## config.mk

```make
export PLATFORM = sky130hd
export DESIGN_NAME = link_config_status_regs
export DESIGN_NICKNAME = d
export VERILOG_FILES = /design/src/rtl/link_cfg_pkg.sv /design/src/rtl/link_config_status_regs.sv
export SDC_FILE = /design/constraint.sdc
export NUM_CORES = 1
export LEC_CHECK = 0
export BUFFER_PORTS_ARGS = -buffer_cell sky130_fd_sc_hd__buf_2
export CAP_MARGIN = 20
export CORE_UTILIZATION = 40
export CTS_CLUSTER_DIAMETER = 200
export DETAILED_ROUTE_END_ITERATION = 8
export HOLD_SLACK_MARGIN = 0.1
export PLACE_DENSITY_LB_ADDON = 0.2
export SETUP_SLACK_MARGIN = 0.15
export SLEW_MARGIN = 20
export SYNTH_ARGS = -nofsm -noshare
export SYNTH_HDL_FRONTEND = slang
export SYNTH_SLANG_ARGS = --single-unit
```

## constraint.sdc

```tcl
create_clock -name i_clk -period 1.9 [get_ports i_clk]
set_input_delay 0.38 -clock i_clk [delete_from_list [all_inputs] [get_ports i_clk]]
set_output_delay 0.38 -clock i_clk [all_outputs]
set_load 0.01 [all_outputs]
```

## src/rtl/link_cfg_pkg.sv

```systemverilog
// Purpose: constants for the link configuration and lane status register bank
// Assumes: byte-wide registers on a plain strobe port, eight lanes
// Notes:   offsets are register indices as printed, not byte addresses
package link_cfg_pkg;
	localparam int          ADDR_W            = 12;
	localparam int          DATA_W            = 8;
	localparam int          NUM_LANES         = 8;
	localparam int          NUM_LINKS         = 2;
	localparam logic [11:0] OFS_LINK_PAGE     = 12'h300;
	localparam logic [11:0] OFS_DENSITY_CTRL  = 12'h45a;
	localparam logic [11:0] OFS_SPARE_ONE     = 12'h45b;
	localparam logic [11:0] OFS_SPARE_TWO     = 12'h45c;
	localparam logic [11:0] OFS_CHECKSUM      = 12'h45d;
	localparam logic [11:0] OFS_DESKEW_STATUS = 12'h46c;
	localparam logic [11:0] OFS_DISP_STATUS   = 12'h46d;
	localparam logic [11:0] OFS_DEFRAMER_CTRL = 12'h475;
	localparam logic [11:0] OFS_ERR_THRESHOLD = 12'h4f0;
	localparam logic [11:0] OFS_IRQ_STATUS    = 12'h4f1;
	localparam logic [11:0] OFS_IRQ_MASK      = 12'h4f2;
	localparam int          POS_DENSITY       = 7;
	localparam int          CTRL_BITS_W       = 5;
	localparam int          POS_DEFRAMER_RST  = 3;
	localparam int          POS_PAGE          = 0;
	localparam logic        RST_DENSITY       = 1'b1;
	localparam logic [4:0]  RST_CTRL_BITS     = 5'h00;
	localparam logic [7:0]  RST_SPARE         = 8'h00;
	localparam logic [7:0]  RST_CHECKSUM      = 8'h00;
	localparam logic [7:0]  RST_STATUS        = 8'h00;
	localparam logic [7:0]  RST_THRESHOLD     = 8'hff;
	localparam logic [7:0]  RST_DEFRAMER      = 8'h00;
	localparam logic [7:0]  RST_PAGE          = 8'h00;
	localparam logic [7:0]  READ_UNMAPPED     = 8'h00;
endpackage : link_cfg_pkg

```

## src/rtl/link_config_status_regs.sv

```systemverilog
// Purpose: paged link configuration and per-lane deskew and disparity status
// Assumes: lane events come from logic on i_clk; deskew flags are pin-level
// Notes:   one clock domain; the counters saturate at their maximum
`timescale 1ns/1ps
`default_nettype none

module link_config_status_regs
	import link_cfg_pkg::*;
#(
	parameter int LANES = NUM_LANES,
	parameter int LINKS = NUM_LINKS,
	parameter int CNT_W = DATA_W
) (
	input  wire logic              i_clk,
	input  wire logic              i_resetn,
	input  wire logic              i_ce,
	input  wire logic [ADDR_W-1:0] i_addr,
	input  wire logic [DATA_W-1:0] i_wdata,
	input  wire logic              i_wr,
	input  wire logic              i_rd,
	output logic      [DATA_W-1:0] o_rdata,
	input  wire logic [LANES-1:0]  i_deskew_done_lane,
	input  wire logic [LANES-1:0]  i_disparity_err_lane,
	input  wire logic              i_link_sel,
	output logic                   o_lane_deframer_rst,
	output logic                   o_irq
);

	////////////////////////////////////////////////////////////////////////////
	// state

	typedef struct packed {
		logic [DATA_W-1:0]                   page;
		logic [DATA_W-1:0]                   deframer;
		logic [DATA_W-1:0]                   threshold;
		logic [LINKS-1:0][DATA_W-1:0]        spare_one;
		logic [LINKS-1:0][DATA_W-1:0]        spare_two;
		logic [LINKS-1:0][DATA_W-1:0]        checksum;
		logic [LINKS-1:0][LANES-1:0]         deskew;
		logic [LINKS-1:0][LANES-1:0][CNT_W-1:0] err_cnt;
		logic [LINKS-1:0][LANES-1:0]         disp;
		logic [LANES-1:0]                    desk_s1;
		logic [LANES-1:0]                    desk_s2;
		logic [LANES-1:0]                    irq_status;
		logic [LANES-1:0]                    irq_mask;
		logic [DATA_W-1:0]                   rdata;
	} state_t;

	state_t state_ff;
	state_t nxt_state;

	function automatic logic hit(input logic [ADDR_W-1:0] a, input logic [11:0] ofs);
		hit = (a == ofs[ADDR_W-1:0]);
	endfunction : hit

	////////////////////////////////////////////////////////////////////////////
	// next state

	logic              sel;
	logic              dst;
	logic [LANES-1:0]  disp_rise;
	logic [DATA_W-1:0] rd_val;

	always_comb begin
		nxt_state = state_ff;
		// out-of-range pages alias onto the link picked by page bit 0 rather than vanish
		sel       = state_ff.page[POS_PAGE];
		dst       = i_link_sel;
		disp_rise = '0;
		rd_val    = READ_UNMAPPED;

		// deskew flags cross from the link side through two flops
		nxt_state.desk_s1     = i_deskew_done_lane;
		nxt_state.desk_s2     = state_ff.desk_s1;
		nxt_state.deskew[dst] = state_ff.desk_s2;

		for (int l = 0; l < LANES; l++) begin
			// counter saturates so a long error burst cannot wrap below threshold
			if (state_ff.deframer[POS_DEFRAMER_RST]) begin
				nxt_state.err_cnt[dst][l] = '0;
			end else if (i_disparity_err_lane[l] && (&state_ff.err_cnt[dst][l] == 1'b0)) begin
				nxt_state.err_cnt[dst][l] = state_ff.err_cnt[dst][l] + 1'b1;
			end
			for (int k = 0; k < LINKS; k++) begin
				nxt_state.disp[k][l] = (state_ff.err_cnt[k][l] >= state_ff.threshold);
			end
			disp_rise[l] = nxt_state.disp[dst][l] & ~state_ff.disp[dst][l];
		end

		if (i_wr) begin
			if (hit(i_addr, OFS_LINK_PAGE)) begin
				nxt_state.page = i_wdata;
			end
			if (hit(i_addr, OFS_DEFRAMER_CTRL)) begin
				nxt_state.deframer = i_wdata;
			end
			if (hit(i_addr, OFS_ERR_THRESHOLD)) begin
				nxt_state.threshold = i_wdata;
			end
			if (hit(i_addr, OFS_SPARE_ONE)) begin
				nxt_state.spare_one[sel] = i_wdata;
			end
			if (hit(i_addr, OFS_SPARE_TWO)) begin
				nxt_state.spare_two[sel] = i_wdata;
			end
			// the device stores the checksum whenever written; software owns the timing
			if (hit(i_addr, OFS_CHECKSUM)) begin
				nxt_state.checksum[sel] = i_wdata;
			end
			if (hit(i_addr, OFS_IRQ_MASK)) begin
				nxt_state.irq_mask = i_wdata[LANES-1:0];
			end
			if (hit(i_addr, OFS_IRQ_STATUS)) begin
				nxt_state.irq_status = state_ff.irq_status & ~i_wdata[LANES-1:0];
			end
		end
		// a new crossing set wins over a write-one clear in the same cycle
		nxt_state.irq_status = nxt_state.irq_status | disp_rise;

		unique case (1'b1)
			hit(i_addr, OFS_LINK_PAGE):     rd_val = state_ff.page;
			hit(i_addr, OFS_DEFRAMER_CTRL): rd_val = state_ff.deframer;
			hit(i_addr, OFS_ERR_THRESHOLD): rd_val = state_ff.threshold;
			hit(i_addr, OFS_DENSITY_CTRL): begin
				rd_val[POS_DENSITY] = RST_DENSITY;
				// control bits per sample exist only on link 0 and stay at reset value
				rd_val[CTRL_BITS_W-1:0] = (sel == 1'b0) ? RST_CTRL_BITS : 5'h00;
			end
			hit(i_addr, OFS_SPARE_ONE):     rd_val = state_ff.spare_one[sel];
			hit(i_addr, OFS_SPARE_TWO):     rd_val = state_ff.spare_two[sel];
			hit(i_addr, OFS_CHECKSUM):      rd_val = state_ff.checksum[sel];
			// deskew and disparity status bytes ignore writes because no write path reaches them
			hit(i_addr, OFS_DESKEW_STATUS): rd_val = state_ff.deskew[sel];
			hit(i_addr, OFS_DISP_STATUS):   rd_val = state_ff.disp[sel];
			hit(i_addr, OFS_IRQ_STATUS):    rd_val = state_ff.irq_status;
			hit(i_addr, OFS_IRQ_MASK):      rd_val = state_ff.irq_mask;
			default:                        rd_val = READ_UNMAPPED;
		endcase
		nxt_state.rdata = i_rd ? rd_val : READ_UNMAPPED;
	end

	////////////////////////////////////////////////////////////////////////////
	// registers

	always_ff @(posedge i_clk or negedge i_resetn) begin
		if (!i_resetn) begin
			state_ff.page       <= RST_PAGE;
			state_ff.deframer   <= RST_DEFRAMER;
			state_ff.threshold  <= RST_THRESHOLD;
			state_ff.spare_one  <= '0;
			state_ff.spare_two  <= '0;
			state_ff.checksum   <= '0;
			state_ff.deskew     <= '0;
			state_ff.err_cnt    <= '0;
			state_ff.disp       <= '0;
			state_ff.desk_s1    <= '0;
			state_ff.desk_s2    <= '0;
			state_ff.irq_status <= '0;
			state_ff.irq_mask   <= '0;
			state_ff.rdata      <= READ_UNMAPPED;
		end else if (i_ce) begin
			state_ff <= nxt_state;
		end
	end

	assign o_rdata             = state_ff.rdata;
	assign o_lane_deframer_rst = state_ff.deframer[POS_DEFRAMER_RST];
	assign o_irq               = |(state_ff.irq_status & state_ff.irq_mask);

endmodule : link_config_status_regs
`default_nettype wire

```

==> impl_metrics.env <==
export IMPL_tritoncts="built"
export IMPL_die_area_um2=44000
export IMPL_core_um2=42200
export IMPL_finalSetupTns_ns=-15.77
export IMPL_slew_limit_headroom_pct=62.3
export IMPL_layout_setup_ws_ns=-0.303
export IMPL_cp_arrival_ns=2.61
export IMPL_slowest_stage="dfstp_2"
export IMPL_routed_via_density=5.70
export IMPL_rows=75
export IMPL_synthArstFlopShare_pct=100
export IMPL_ant_nets=0
export IMPL_cts_sinks=272
export IMPL_synth_fp_nets=1972
export IMPL_power_leakage_nw=10.9
export IMPL_final_util_pct=59.1
export IMPL_synthFlopType="dfrtp_1"
export IMPL_diodes=0
export IMPL_cap_viol_max_count=0
export IMPL_startpoint_type="flop"
export IMPL_nFillCells=3487
export IMPL_worstHoldEndpoint="state_ff[140]"
export IMPL_peakVddDrop_mv=0.641
export IMPL_wl_per_cell_um=20.3
export IMPL_syn_instance_count=1794
export IMPL_track_usage_pct=25.2
export IMPL_finalPower_mw=22.3
export IMPL_synth_top_area_share_pct=38.2
export IMPL_post_place_ws_ns=-0.894
export IMPL_grt_pass1_wl_um=87900
export IMPL_cts_buffer_depth=3
export IMPL_cp_required_ns=2.30
export IMPL_max_freq_ghz=0.454
export IMPL_synth_most_common_cell="dfrtp_1"
export IMPL_drive_above_1_share_pct=41.8
export IMPL_rr_worst_depth=10
export IMPL_yosysSeqAreaShare_pct=39.5
export IMPL_die_x_um=210
export IMPL_worst_slew_pin_slew_ns=0.566
export IMPL_worstHoldPathType="input port to flop"
export IMPL_insertion_delay_ns=0.56
export IMPL_max_stage_delay_ns=0.60
export IMPL_final_cells=2722
export IMPL_cts_buffers=35
export IMPL_synth_edf_count=0
export IMPL_die_h_um=210
export IMPL_crit_family="compound AO/OA/AOI/OAI gates"
export IMPL_synth_area_leader_cell="dfrtp_1"
export IMPL_netlist_area_um2=17300
export IMPL_area_growth_pct=44.5
export IMPL_ys_ff_latch=272
export IMPL_violations="setup timing"
export IMPL_start_util_pct=40.9
export IMPL_routed_wl_um=55400
export IMPL_htree_levels=2
export IMPL_finalSetupViolations=132
export IMPL_drt_initial_drc_count=1009
export IMPL_r2r_end="state_ff[21]"
export IMPL_critPathBufInv=3
export IMPL_final_max_slew_viol_count=0
export IMPL_cts_root_buffer="clkbuf_16"
export IMPL_hold_start="i_disparity_err_lane[2]"
export IMPL_finalCritPeriodShare_pct=116
export IMPL_ff2ff_setup_slack_ns=-0.30
export IMPL_ys_types=61
export IMPL_port_buffers=51
export IMPL_place_inst=2563
export IMPL_grt_pass1_vias=15800
export IMPL_cts_reportedPaths_clkPinSlew_ns=0.06
export IMPL_end_kind="flop"
export IMPL_power_density_nw_per_um2=895
export IMPL_ys_warn_count=0
export IMPL_dp_hpwl_um=36100
export IMPL_skew_ns=0.0243
export IMPL_ff_latch_area_um2=6830
export IMPL_drt_pass1_iter_count=5
export IMPL_worstReg2RegStart="state_ff[248]"
export IMPL_place_gp_congestion=0.905
export IMPL_hold_viol=0
export IMPL_syn_avg_cell_area_um2=9.63
export IMPL_cp_cell_sequence="buf_6, buf_8, buf_12, ha_4, nand2b_4, a21o_1, a211oi_2, o21ai_2, a21oi_2, o221ai_1"
export IMPL_critPathMaxFanout=5
export IMPL_pin_count=52
export IMPL_netlist_top_cells_area="dfrtp_1, ha_1, mux2_2"
export IMPL_multi_input_area_um2=12000
export IMPL_fin_crit_ns=2.20
export IMPL_crit_type="flop to flop"
export IMPL_grt_setup_unrepaired="yes"
export IMPL_gr_total_overflow=0
export IMPL_antenna_found_initial=1
export IMPL_vias=15500
export IMPL_outcome="complete, but fails checks"
export IMPL_yosys_top_cells_count="dfrtp_1, nand2_1, ha_1, o21ai_0, nor2_1"
export IMPL_post_route_drc_count=0
export IMPL_hold_depth=3
export IMPL_final_nets=2335
export IMPL_grt_start_max_net_pins=72
==> sequential cells by signal, summed over array words and instances, names as in the netlist <==
name                 cells
state_ff               254
nxt_state                8
o_rdata                  8
o_lane_deframer_rst      1
sel                      1
==> placed cells by master (no fill, tap or decap), types with 16 or more instances in the layout <==
cell type	count
buf_2	47
mux2_4	54
a211oi_2	16
ha_4	28
a21o_1	33
nor2_4	21
a21oi_2	47
o21ai_1	109
nor2_1	85
buf_12	37
buf_6	63
nand2b_1	28
nand2_1	183
a22oi_2	31
o22ai_1	26
nand3b_1	25
o2111ai_1	16
mux2i_1	94
nand4_1	19
clkbuf_16	35
nand2b_4	21
inv_1	20
a21oi_1	51
nand3_1	31
mux2_2	51
buf_4	269
ha_1	105
dfrtp_1	260
==> worst max-delay path by stage <==
stage | from | to | cells after the start
final | state_ff[248] | state_ff[21] | 10
after global routing | state_ff[64] | state_ff[70] | 11
after CTS | state_ff[252] | state_ff[20] | 9
after detailed placement | i_link_sel | state_ff[155] | 9
after global placement | i_link_sel | state_ff[121] | 10
after floorplan | i_link_sel | state_ff[131] | 16
==> final cells by class <==
| type | instances | share of cell area [%] |
|---|---|---|
| sequential | 272 | 27.4 |
| clock inverter | 16 | 0.988 |
| clock buffer | 47 | 3.85 |
| inverter | 30 | 0.476 |
| timing repair buffer | 442 | 16.7 |
| multi-input combinational | 1376 | 48.0 |
| tap | 539 | 2.70 |
==> worst min-delay path, delay by kind of cell <==
kind / cells / cell delay, ns
compound gates: 2 / 0.22
buf+inv: 1 / 0.15
==> cells by family after synthesis <==
kind of cell / after synthesis / synth area share [%]
AND/OR/NAND/NOR: 546 / 16.1
adder cells (fa/ha/maj): 136 / 9.85
XOR/XNOR: 27 / 1.37
buffers and inverters: 147 / 3.51
flip-flops: 272 / 39.5
AO/OA/AOI/OAI: 451 / 16.4
multiplexers: 215 / 13.2
==> metrics by stage <==
stage	area (um2)	hold WS, ns
after floorplan	18000	0.0844
after global placement	20900	0.299
after detailed placement	20900	0.298
after CTS	24100	0.209
after global routing	25000	0.258
final	25000	0.229
==> metal layers <==
layer | global-route usage (%) | wire length (um) | share of wire (%)
met5 | 0 | 12 | 0.022
met4 | 8.63 | 1690 | 3.0
met3 | 3.56 | 2420 | 4.4
met2 | 40.2 | 25700 | 46
met1 | 35.1 | 25500 | 46
==> power by group <==
part	internal, mW	total, mW	switching [mW]
sequential	6.56	7.51	0.947
combinational	4.00	7.75	3.75
clock	4.28	7.07	2.78
total	14.8	22.3	7.48
==> what timing repair did <==
action                                  4_1_cts  5_1_grt
gates resized for setup                     353      139
pin swaps                                   164      146
gates cloned                                  8        0
hold endpoints to repair                    112        0
setup buffers                                55       24
endpoints found under the setup margin      210      206
hold buffers                                  9        0
Note: power is estimated with default switching activity, not from simulation.
